$ cat config.mk
export PLATFORM = sky130hd
export DESIGN_NAME = tdr_top
export DESIGN_NICKNAME = d
export VERILOG_FILES = /design/src/tdr_pkg.sv /design/src/tdr_top.sv
export VERILOG_INCLUDE_DIRS = /design/src
export SDC_FILE = /design/constraint.sdc
export NUM_CORES = 2
export LEC_CHECK = 0
export BUFFER_PORTS_ARGS = -buffer_cell sky130_fd_sc_hd__buf_4
export CORE_ASPECT_RATIO = 0.9
export CORE_UTILIZATION = 30
export CTS_CLUSTER_SIZE = 8
export DETAILED_ROUTE_END_ITERATION = 7
export PLACE_DENSITY_LB_ADDON = 0.3
export SLEW_MARGIN = 20
export SYNTH_ARGS = -nofsm -noshare
export SYNTH_HDL_FRONTEND = slang
export SYNTH_SLANG_ARGS = --single-unit
export TNS_END_PERCENT = 10
$ cat constraint.sdc
create_clock -name clk_i -period 12.7 [get_ports clk_i]
set_input_delay 1.27 -clock clk_i [delete_from_list [all_inputs] [get_ports clk_i]]
set_output_delay 1.27 -clock clk_i [all_outputs]
set_load 0.01 [all_outputs]
$ cat src/tdr_defs.svh
// tdr_defs.svh: register offsets, field positions, reset values and timing counts
// assumes: included by bare name from the tamper block sources
`ifndef TDR_DEFS_SVH
`define TDR_DEFS_SVH

// ------------------------------------------------------------------
// register byte offsets
// ------------------------------------------------------------------
`define TDR_OFF_CTRL        8'h00
`define TDR_OFF_TEMP_LIM    8'h04
`define TDR_OFF_VRAIL_LIM   8'h08
`define TDR_OFF_CLK_LIM     8'h0C
`define TDR_OFF_STATUS      8'h10
`define TDR_OFF_RESPONSE    8'h14
`define TDR_OFF_COMMAND     8'h18
`define TDR_OFF_KEY_CRC     8'h1C
`define TDR_OFF_KEY_BASE    8'h20
`define TDR_OFF_CLK_COUNT   8'h40

// ------------------------------------------------------------------
// control bits
// ------------------------------------------------------------------
`define TDR_CTRL_TEMP_EN    0
`define TDR_CTRL_VRAIL_EN   1
`define TDR_CTRL_CLKMON_EN  2
`define TDR_CTRL_OT_SHUT_EN 3

// ------------------------------------------------------------------
// status bits
// ------------------------------------------------------------------
`define TDR_ST_TEMP_ALARM   0
`define TDR_ST_VRAIL_ALARM  1
`define TDR_ST_CLK_FAULT    2
`define TDR_ST_VREF_INT     3
`define TDR_ST_KEY_ZERO     4
`define TDR_ST_CRC_OK       5
`define TDR_ST_WIPING       6
`define TDR_ST_BOOT_OK      7
`define TDR_ST_LOAD_REFUSED 8
`define TDR_ST_POR_NEEDED   9

// ------------------------------------------------------------------
// response select bits (set only) and command bits
// ------------------------------------------------------------------
`define TDR_RSP_REPROG      0
`define TDR_RSP_KEY_WIPE    1
`define TDR_RSP_W           2
`define TDR_CMD_REPROG      0
`define TDR_CMD_KEY_WIPE    1
`define TDR_CMD_KEY_COMMIT  2

// ------------------------------------------------------------------
// reset values and timing
// ------------------------------------------------------------------
`define TDR_CTRL_RESET      4'h0
`define TDR_CLK_MHZ         50
`define TDR_WIPE_TIME_NS    200
`define TDR_WIPE_CYCLES     ((`TDR_WIPE_TIME_NS * `TDR_CLK_MHZ + 999) / 1000)
`define TDR_CRC_POLY        32'h04C11DB7
`define TDR_CRC_INIT        32'hFFFFFFFF

`endif

$ cat src/tdr_pkg.sv
// tdr_pkg.sv: types shared by the tamper block
// assumes: compiled before tdr_top.sv
package tdr_pkg;
   // penalty sequencer states
   typedef enum logic [0:0] {TDR_IDLE, TDR_WIPE} tdr_seq_type;
endpackage : tdr_pkg

$ cat src/tdr_top.sv
// tdr_top.sv: tamper detection, clock monitor and penalty logic with wishbone slave
// assumes: clk_i is the always-running configuration oscillator; user_clk_i and
// pins are asynchronous; measurements come from logic on clk_i
//
// Added by the designer: the address map and register access over Wishbone.
`timescale 1ns/1ps
`default_nettype none
`include "tdr_defs.svh"

// Summary of operation
// - enabled alarm raises interrupt toward processor
// - upper/lower limits per parameter flag alarms
// - reference choice from pin shown in status
// - over-temperature shuts down; rail alarm penalizes
// - clock monitor referenced to config oscillator
// - user clock outside bounds asserts penalty
// - all logic clocked by internal oscillator
// - reprogram clears config, flops, key expansion
// - reprogram equals program pin, wipes RAMs
// - fuse key plus encrypted-only refuses plain
// - key wipe write, verify bit shows cleared
// - key wipe penalty prevents decrypting old image
// - new key stored, CRC checked, POR before load
// - only battery key replaceable, fuse key fixed
// - key wipe combinable with reprogram penalty
// - response selects set-only, cleared by reset
module tdr_top #(
   parameter int MEAS_W        = 10,    // measurement width
   parameter int CNT_W         = 16,    // edge counter width
   parameter int WINDOW_CYCLES = 1024,  // reference cycles per window
   parameter int KEY_WORDS     = 8      // battery key words
) (
   input  wire logic              clk_i,              // config oscillator clock
   input  wire logic              rst_i,              // power-on reset
   input  wire logic              wb_cyc_i,           // bus cycle
   input  wire logic              wb_stb_i,           // bus strobe
   input  wire logic              wb_we_i,            // write enable
   input  wire logic [7:0]        wb_adr_i,           // byte address
   input  wire logic [3:0]        wb_sel_i,           // byte lanes
   input  wire logic [31:0]       wb_dat_i,           // write data
   output logic      [31:0]       wb_dat_o,           // read data
   output logic                   wb_ack_o,           // acknowledge
   input  wire logic [MEAS_W-1:0] temp_meas_i,        // temperature sample
   input  wire logic [MEAS_W-1:0] vrail_meas_i,       // supply rail sample
   input  wire logic              user_clk_i,         // monitored user clock
   input  wire logic              vref_int_sel_i,     // reference select pin
   input  wire logic              fuse_key_sel_i,     // key source is fuse
   input  wire logic              enc_only_fuse_i,    // encrypted-only fuse
   input  wire logic              load_req_i,         // image load request pulse
   input  wire logic              load_encrypted_i,   // image is encrypted
   output logic                   alarm_irq_o,        // alarm interrupt
   output logic                   shutdown_o,         // system shutdown
   output logic                   reprogram_o,        // clear config, flops, rams
   output logic                   key_wipe_o,         // key store zeroize strobe
   output logic                   load_accept_o,      // image load accepted pulse
   output logic                   load_refuse_o       // image load refused pulse
);

   // ------------------------------------------------------------------
   // constants and helpers
   // ------------------------------------------------------------------
   localparam int WIN_W = $clog2(WINDOW_CYCLES + 1);

   // crc-32 update over one word
   function automatic logic [31:0] crc_step(input logic [31:0] crc, input logic [31:0] data);
      logic [31:0] c;
      c = crc;
      for (int i = 31; i >= 0; i--)
      begin
         c = {c[30:0], 1'b0} ^ ((c[31] ^ data[i]) ? `TDR_CRC_POLY : 32'h00000000);
      end
      return c;
   endfunction : crc_step

   // band check on a measurement
   function automatic logic out_of_band(input logic [MEAS_W-1:0] v, input logic [31:0] lim);
      return (v > lim[16 +: MEAS_W]) || (v < lim[MEAS_W-1:0]);
   endfunction : out_of_band

   // byte-lane merge for writes
   function automatic logic [31:0] lane_merge(input logic [31:0] old, input logic [31:0] d,
                                              input logic [3:0] sel);
      logic [31:0] r;
      r = old;
      for (int b = 0; b < 4; b++)
      begin
         if (sel[b])
         begin
            r[8*b +: 8] = d[8*b +: 8];
         end
      end
      return r;
   endfunction : lane_merge

   // ------------------------------------------------------------------
   // pin synchronisers
   // ------------------------------------------------------------------
   logic [2:0] uclk_sync_reg;   // user clock: two sync stages plus edge history
   logic [1:0] vref_sync_reg;   // reference select pin
   logic [1:0] fsel_sync_reg;   // fuse key select
   logic [1:0] enco_sync_reg;   // encrypted-only fuse

   // sync chains, no logic on first stage
   always_ff @(posedge clk_i)
   begin
      if (rst_i)
      begin
         uclk_sync_reg <= 3'h0;
         vref_sync_reg <= 2'h0;
         fsel_sync_reg <= 2'h0;
         enco_sync_reg <= 2'h0;
      end
      else
      begin
         uclk_sync_reg <= {uclk_sync_reg[1:0], user_clk_i};
         vref_sync_reg <= {vref_sync_reg[0], vref_int_sel_i};
         fsel_sync_reg <= {fsel_sync_reg[0], fuse_key_sel_i};
         enco_sync_reg <= {enco_sync_reg[0], enc_only_fuse_i};
      end
   end

   logic uclk_rise;   // rising edge of synchronised user clock
   assign uclk_rise = uclk_sync_reg[1] & ~uclk_sync_reg[2];

   // ------------------------------------------------------------------
   // state
   // ------------------------------------------------------------------
   logic [3:0]        ctrl_reg,      ctrl_next;       // enables
   logic [31:0]       temp_lim_reg,  temp_lim_next;   // temperature band
   logic [31:0]       vrail_lim_reg, vrail_lim_next;  // rail band
   logic [31:0]       clk_lim_reg,   clk_lim_next;    // max:min edge counts
   logic [`TDR_RSP_W-1:0] rsp_reg,   rsp_next;        // set-only responses
   logic [31:0]       crc_exp_reg,   crc_exp_next;    // expected key crc
   logic [31:0]       crc_run_reg,   crc_run_next;    // running crc of staged key
   logic [31:0]       stage_reg [KEY_WORDS];          // staged new key
   logic [31:0]       stage_next [KEY_WORDS];
   logic [31:0]       key_reg [KEY_WORDS];            // battery-backed key store
   logic [31:0]       key_next [KEY_WORDS];
   logic [9:0]        status_reg,    status_next;     // status flags
   logic [WIN_W-1:0]  win_reg,       win_next;        // window timer
   logic [CNT_W-1:0]  edge_reg,      edge_next;       // edges in window
   logic [CNT_W-1:0]  last_cnt_reg,  last_cnt_next;   // last window count
   logic [7:0]        wipe_cnt_reg,  wipe_cnt_next;   // reprogram hold
   tdr_pkg::tdr_seq_type seq_reg,    seq_next;        // penalty sequencer
   logic [31:0]       dat_reg,       dat_next;        // bus read data
   logic              ack_reg,       ack_next;        // bus ack
   logic              irq_reg, irq_next, shut_reg, shut_next;
   logic              reprog_reg, reprog_next, wipe_reg, wipe_next;
   logic              lacc_reg, lacc_next, lref_reg, lref_next;

   // ------------------------------------------------------------------
   // next-state logic
   // ------------------------------------------------------------------
   always_comb
   begin
      logic        req;      // bus request this cycle
      logic        wr;       // write takes effect this edge
      logic [7:0]  a;        // word-aligned address
      logic        temp_al;  // temperature out of band
      logic        vrail_al; // rail out of band
      logic        clk_bad;  // window verdict failed
      logic [CNT_W-1:0] cnt_now; // edges in window, this cycle included
      logic        tamper;   // any penalty-class event
      logic        do_rep;   // reprogram this cycle
      logic        do_wipe;  // key wipe this cycle
      logic        key_zero; // key store all zero
      logic [31:0] rd;       // read mux
      req      = wb_cyc_i & wb_stb_i;
      wr       = req & wb_we_i & ack_reg;
      a        = {wb_adr_i[7:2], 2'b00};
      ctrl_next      = ctrl_reg;
      temp_lim_next  = temp_lim_reg;
      vrail_lim_next = vrail_lim_reg;
      clk_lim_next   = clk_lim_reg;
      rsp_next       = rsp_reg;
      crc_exp_next   = crc_exp_reg;
      crc_run_next   = crc_run_reg;
      stage_next     = stage_reg;
      key_next       = key_reg;
      status_next    = status_reg;
      last_cnt_next  = last_cnt_reg;
      seq_next       = seq_reg;
      wipe_cnt_next  = wipe_cnt_reg;
      do_rep         = 1'b0;
      do_wipe        = 1'b0;
      // alarms against programmed bands
      temp_al  = ctrl_reg[`TDR_CTRL_TEMP_EN]  & out_of_band(temp_meas_i, temp_lim_reg);
      vrail_al = ctrl_reg[`TDR_CTRL_VRAIL_EN] & out_of_band(vrail_meas_i, vrail_lim_reg);
      // clock window on the oscillator clock
      clk_bad   = 1'b0;
      win_next  = win_reg + WIN_W'(1);
      cnt_now   = edge_reg + (uclk_rise && edge_reg != {CNT_W{1'b1}} ? CNT_W'(1) : CNT_W'(0));
      edge_next = cnt_now;
      if (win_reg == WIN_W'(WINDOW_CYCLES - 1))
      begin
         win_next      = '0;
         edge_next     = '0;
         // verdict on the full count, kept apart from the restarted counter
         last_cnt_next = cnt_now;
         clk_bad       = ctrl_reg[`TDR_CTRL_CLKMON_EN] &&
                         (cnt_now < clk_lim_reg[CNT_W-1:0] ||
                          cnt_now > clk_lim_reg[16 +: CNT_W]);
      end
      tamper = vrail_al | clk_bad;
      // sticky alarm status, cleared only by reset; reference bit follows the pin
      status_next[`TDR_ST_TEMP_ALARM]  = status_reg[`TDR_ST_TEMP_ALARM] | temp_al;
      status_next[`TDR_ST_VRAIL_ALARM] = status_reg[`TDR_ST_VRAIL_ALARM] | vrail_al;
      status_next[`TDR_ST_CLK_FAULT]   = status_reg[`TDR_ST_CLK_FAULT] | clk_bad;
      status_next[`TDR_ST_VREF_INT]    = vref_sync_reg[1];
      // register writes, taken at the ack edge
      if (wr)
      begin
         case (a)
            `TDR_OFF_CTRL:      ctrl_next      = wb_sel_i[0] ? wb_dat_i[3:0] : ctrl_reg;
            `TDR_OFF_TEMP_LIM:  temp_lim_next  = lane_merge(temp_lim_reg, wb_dat_i, wb_sel_i);
            `TDR_OFF_VRAIL_LIM: vrail_lim_next = lane_merge(vrail_lim_reg, wb_dat_i, wb_sel_i);
            `TDR_OFF_CLK_LIM:   clk_lim_next   = lane_merge(clk_lim_reg, wb_dat_i, wb_sel_i);
            // only ones are accepted; zeros cannot clear a selection
            `TDR_OFF_RESPONSE:  rsp_next = rsp_reg | (wb_sel_i[0] ? wb_dat_i[`TDR_RSP_W-1:0]
                                                                   : '0);
            `TDR_OFF_KEY_CRC:   crc_exp_next   = lane_merge(crc_exp_reg, wb_dat_i, wb_sel_i);
            `TDR_OFF_COMMAND:
            begin
               do_rep  = wb_sel_i[0] & wb_dat_i[`TDR_CMD_REPROG];
               do_wipe = wb_sel_i[0] & wb_dat_i[`TDR_CMD_KEY_WIPE];
               if (wb_sel_i[0] && wb_dat_i[`TDR_CMD_KEY_COMMIT])
               begin
                  // integrity check of the staged key, battery store only
                  status_next[`TDR_ST_CRC_OK] = (crc_run_reg == crc_exp_reg) & ~fsel_sync_reg[1];
                  if (crc_run_reg == crc_exp_reg && !fsel_sync_reg[1])
                  begin
                     key_next = stage_reg;
                     status_next[`TDR_ST_POR_NEEDED] = 1'b1;
                  end
                  crc_run_next = `TDR_CRC_INIT;
               end
            end
            default:
            begin
               // staging window for a new key, words written in order
               if (a >= `TDR_OFF_KEY_BASE && a < `TDR_OFF_CLK_COUNT)
               begin
                  stage_next[a[4:2]] = wb_dat_i;
                  crc_run_next       = crc_step(crc_run_reg, wb_dat_i);
               end
            end
         endcase
      end
      // tamper event applies every selected penalty, together if both set
      if (tamper)
      begin
         do_rep  = do_rep  | rsp_reg[`TDR_RSP_REPROG];
         do_wipe = do_wipe | rsp_reg[`TDR_RSP_KEY_WIPE];
      end
      if (do_wipe)
      begin
         for (int k = 0; k < KEY_WORDS; k++)
         begin
            key_next[k] = 32'h00000000;
         end
      end
      key_zero = 1'b1;
      for (int k = 0; k < KEY_WORDS; k++)
      begin
         key_zero = key_zero & (key_next[k] == 32'h00000000);
      end
      status_next[`TDR_ST_KEY_ZERO] = key_zero;
      // old encrypted image is unusable once the battery key is gone
      status_next[`TDR_ST_BOOT_OK]  = fsel_sync_reg[1] | ~key_zero;
      // penalty sequencer: hold the program-pin equivalent
      case (seq_reg)
         tdr_pkg::TDR_IDLE:
         begin
            if (do_rep)
            begin
               seq_next      = tdr_pkg::TDR_WIPE;
               wipe_cnt_next = 8'(`TDR_WIPE_CYCLES - 1);
            end
         end
         tdr_pkg::TDR_WIPE:
         begin
            if (wipe_cnt_reg == 8'h00)
            begin
               seq_next = tdr_pkg::TDR_IDLE;
            end
            else
            begin
               wipe_cnt_next = wipe_cnt_reg - 8'h01;
            end
         end
         default: seq_next = tdr_pkg::TDR_IDLE;
      endcase
      status_next[`TDR_ST_WIPING] = (seq_next == tdr_pkg::TDR_WIPE);
      // image load gate
      lacc_next = 1'b0;
      lref_next = 1'b0;
      if (load_req_i)
      begin
         if ((fsel_sync_reg[1] && enco_sync_reg[1] && !load_encrypted_i) ||
             status_reg[`TDR_ST_POR_NEEDED] || seq_reg == tdr_pkg::TDR_WIPE ||
             (load_encrypted_i && !status_reg[`TDR_ST_BOOT_OK]))
         begin
            lref_next = 1'b1;
         end
         else
         begin
            lacc_next = 1'b1;
         end
      end
      status_next[`TDR_ST_LOAD_REFUSED] = status_reg[`TDR_ST_LOAD_REFUSED] | lref_next;
      // outputs
      irq_next    = temp_al | vrail_al | clk_bad;
      shut_next   = shut_reg | (temp_al & ctrl_reg[`TDR_CTRL_OT_SHUT_EN]);
      reprog_next = (seq_next == tdr_pkg::TDR_WIPE);
      wipe_next   = do_wipe;
      // bus read data and ack
      case (a)
         `TDR_OFF_CTRL:      rd = {28'h0000000, ctrl_reg};
         `TDR_OFF_TEMP_LIM:  rd = temp_lim_reg;
         `TDR_OFF_VRAIL_LIM: rd = vrail_lim_reg;
         `TDR_OFF_CLK_LIM:   rd = clk_lim_reg;
         `TDR_OFF_STATUS:    rd = {22'h000000, status_reg};
         `TDR_OFF_RESPONSE:  rd = {30'h00000000, rsp_reg};
         `TDR_OFF_KEY_CRC:   rd = crc_exp_reg;
         `TDR_OFF_CLK_COUNT: rd = 32'(last_cnt_reg);
         default:            rd = 32'h00000000;
      endcase
      ack_next = req & ~ack_reg;
      dat_next = (req & ~ack_reg & ~wb_we_i) ? rd : 32'h00000000;
   end

   // ------------------------------------------------------------------
   // registers, all on the oscillator clock
   // ------------------------------------------------------------------
   always_ff @(posedge clk_i)
   begin
      if (rst_i)
      begin
         ctrl_reg      <= `TDR_CTRL_RESET;
         temp_lim_reg  <= 32'hFFFF0000;
         vrail_lim_reg <= 32'hFFFF0000;
         clk_lim_reg   <= 32'hFFFF0000;
         rsp_reg       <= '0;
         crc_exp_reg   <= 32'h00000000;
         crc_run_reg   <= `TDR_CRC_INIT;
         for (int k = 0; k < KEY_WORDS; k++)
         begin
            stage_reg[k] <= 32'h00000000;
            key_reg[k]   <= 32'h00000000;
         end
         status_reg    <= 10'h000;
         win_reg       <= '0;
         edge_reg      <= '0;
         last_cnt_reg  <= '0;
         wipe_cnt_reg  <= 8'h00;
         seq_reg       <= tdr_pkg::TDR_IDLE;
         dat_reg       <= 32'h00000000;
         ack_reg       <= 1'b0;
         irq_reg       <= 1'b0;
         shut_reg      <= 1'b0;
         reprog_reg    <= 1'b0;
         wipe_reg      <= 1'b0;
         lacc_reg      <= 1'b0;
         lref_reg      <= 1'b0;
      end
      else
      begin
         ctrl_reg      <= ctrl_next;
         temp_lim_reg  <= temp_lim_next;
         vrail_lim_reg <= vrail_lim_next;
         clk_lim_reg   <= clk_lim_next;
         rsp_reg       <= rsp_next;
         crc_exp_reg   <= crc_exp_next;
         crc_run_reg   <= crc_run_next;
         stage_reg     <= stage_next;
         key_reg       <= key_next;
         status_reg    <= status_next;
         win_reg       <= win_next;
         edge_reg      <= edge_next;
         last_cnt_reg  <= last_cnt_next;
         wipe_cnt_reg  <= wipe_cnt_next;
         seq_reg       <= seq_next;
         dat_reg       <= dat_next;
         ack_reg       <= ack_next;
         irq_reg       <= irq_next;
         shut_reg      <= shut_next;
         reprog_reg    <= reprog_next;
         wipe_reg      <= wipe_next;
         lacc_reg      <= lacc_next;
         lref_reg      <= lref_next;
      end
   end

   assign wb_dat_o      = dat_reg;
   assign wb_ack_o      = ack_reg;
   assign alarm_irq_o   = irq_reg;
   assign shutdown_o    = shut_reg;
   assign reprogram_o   = reprog_reg;
   assign key_wipe_o    = wipe_reg;
   assign load_accept_o = lacc_reg;
   assign load_refuse_o = lref_reg;

endmodule : tdr_top
`default_nettype wire

==> flow_summary.ini <==
[outcome]
outcome = finished, violations left
violations = design-rule violations

[place]
place_hpwl_mm = 77.21
finalWeightedCongestion = 0.8845
io_buffer_count = 111

[layout]
fin_nets = 4245
nFillCells = 11580
drive_gt1_share_pct = 7.919
area_growth_pct = 14.63

[clock_tree]
clock_sinks = 786
cts_resized = 0
clock_tree.buffer_depth = 3
post_cts_buffers = 0
htreeDepth = 3
cts_tree = built
path_clk_slew_ps = 50
cts_hold_buf = 0
root_buffer = clkbuf_16
clk_latency_ps = 690
cts_made_buffers = 108

[sta]
hold_viol = 0
fmax_mhz = 147.7
worstMarginPinSlew_ps = 1188
min_period_over_period_pct = 53.33
maxSlewHeadroom_pct = 20.08
fin_skew_ps = 64.89
rsz0062_at_grt = no
period_needed_ps = 6772
setup_viol = 0
hold_ws_ps = 399.3
tns_ps = 0
final_max_slew_viol_count = 0

[hold_path]
whs_path_depth = 1
min_to = vref_sync_reg[1]
hp-start = vref_sync_reg[0]
hold_class = reg -> reg

[setup_path]
required_ps = 13300
critPathMostFrequentCell = a21oi_1
critical_path.max_stage_delay_ps = 910
cp_slowest_cell = o31ai_1
rrSetupSlack_ps = 5930
critical_path_class = reg -> reg
crit_fanout = 193
crit_path_end_kind = flop
r2r_end = key_reg[242]
r2r-start = edge_reg[9]
start_kind = flop
critPathArrivalTime_ps = 7380
reg2reg_depth = 25

[global_routing]
grt_pass1_vias = 26500
grt_first_pass_wirelength_mm = 175.4
grt_max_degree = 206
antenna_found_initial = 6
grt.total_usage_pct = 20.42
overflow = 0
gr-max-usage-layer = met2
met3_usage_pct = 3.766
use_met2_pct = 31.57
grt_use_met1_pct = 28.81

[die]
io-pin-count = 114
rows = 116
coreArea_sq_mm = 0.1113
die_h_um = 320.1
start_util_pct = 30.30
dieArea_sq_mm = 0.1138
die_w_um = 355.4

[logic_synthesis]
synth_fp_nets = 4258
synth_ff_type = dfxtp_1
synth.avg_cell_area_sq_um = 8.206
yosys_warnings = 0
synth_cell_types = 51
synth-edff-count = 0
yosysSeqAreaShare_pct = 46.66
synth_cells = 4110
ys_seq_elements = 786
synthArstFlopShare_pct = 0
syn_area_sq_mm = 0.03373

[pwr]
ir_worst_vdd_mv = 0.2967
p_leak_nw = 13.70
power.density_mw_per_mm2 = 221.3

[routing]
drcViolationCount = 16
via_count = 28650
wl_per_cell_um = 21.39
drt_iter0_drc = 3032
dr.pass1.iters = 8
finalWirelength_mm = 119.4
final_antenna_net_count = 0
avgViaCountPerCell = 5.133

[run]
drv_cap = 0
[cell usage in the layout (no fill, tap or decap), types with 24 or more instances in the layout]
cell / n
mux2i_1: 67
xnor2_1: 208
nor3_1: 35
a21oi_1: 616
ha_1: 73
xnor2_2: 24
o211ai_1: 36
nand2_1: 1188
clkbuf_16: 109
xor2_1: 73
a21o_1: 30
inv_1: 95
nor4_1: 135
a22oi_1: 58
nor2_1: 145
dfxtp_1: 786
buf_4: 143
nand3_1: 39
nand4_1: 46
[cell type report]
cell class | count | area [sq um] | share of cell area (%)
diodes | 3 | 7.507 | 0.01942
clock buffers | 111 | 2745 | 7.101
clock inverters | 6 | 131.4 | 0.3398
inverters | 96 | 360.3 | 0.9321
multi-input cells | 2959 | 16710 | 43.21
flip-flops and latches | 786 | 15740 | 40.70
well taps | 1475 | 1846 | 4.774
repair buffers | 146 | 1129 | 2.919
[metal layers]
| layer | up-vias | share of wire [%] |
|---|---|---|
| met5 | - | 0.013 |
| met4 | 4 | 2.1 |
| met3 | 150 | 7.3 |
| met2 | 943 | 45 |
| met1 | 13830 | 46 |
| li1 | 13730 | - |
[synth_stat cells, drive strengths merged (7+ instances only)]
master,number,area share (%)
a31oi,10,0.19
clkbuf,265,3.0
nor2b,19,0.35
xnor2,241,7.3
xnor3,8,0.55
a222oi,8,0.24
nor2,150,1.7
ha,73,2.7
a21oi,616,9.1
o211ai,36,0.80
o22ai,9,0.17
nand3,41,0.61
a22oi,58,1.3
mux2i,67,2.0
nand4,46,0.85
nor4,136,2.5
a21o,30,0.67
nor3,41,0.61
dfxtp,786,47
inv,96,1.1
nand2,1190,13
nand2b,7,0.13
and3,17,0.32
a211oi,14,0.31
xor2,78,2.2
o21a,16,0.36
o21ai,14,0.21
[worst max path at each step]
stage                        end   startpoint  slack [ps]  cells past startpoint
global route        key_reg[135]  edge_reg[8]        5440                     25
floorplan           key_reg[225]  edge_reg[8]        8030                     26
global placement    key_reg[161]  edge_reg[8]        6170                     25
finish              key_reg[242]  edge_reg[9]        5930                     25
CTS                 key_reg[135]  edge_reg[8]        6060                     25
detailed placement  key_reg[242]  edge_reg[8]        6090                     25
[metrics by stage]
stage	std cells	area (sq um)	util (%)	total power, mW	setup slack [ps]
2_1_floorplan	4110	33730	-	5.264	8031
6_report	5582	38660	34.73	8.556	5928
5_1_grt	5579	38650	34.72	8.919	5436
3_5_place_dp	5462	35780	32.14	5.970	6088
3_3_place_gp	5462	35780	32.14	5.985	6173
4_1_cts	5579	38650	34.72	8.559	6058
[report_power, final]
group | switching, mW | internal, mW | leakage (nW)
logic | 1.94 | 1.56 | 5.96
registers | 0.00569 | 2.48 | 6.33
clock network | 1.07 | 1.51 | 1.41
[critical path, delay by kind of cell, from the launching register on]
family,cells,cell delay (ps)
adder cells (fa/ha/maj),3,630
flip-flops,1,390
XOR/XNOR,1,290
AO/OA/AOI/OAI,9,2360
AND/OR/NAND/NOR,10,2120
buffers and inverters,2,700
[kinds of logic (layout without fill, tap and decap cells)]
group	count (synthesis)	in the layout	share of synthesized area [%]
AOI/OAI and AO/OA	824	824	13.70
xor gates and xnor gates	329	329	10.16
adders and majority gates	73	73	2.708
buffers and inverters	365	359	4.066
DFF	786	786	46.66
muxes	67	67	1.988
other	0	3	0
and+or+nand+nor	1666	1666	20.72
No activity file was read; power rests on OpenSTA's default activity.
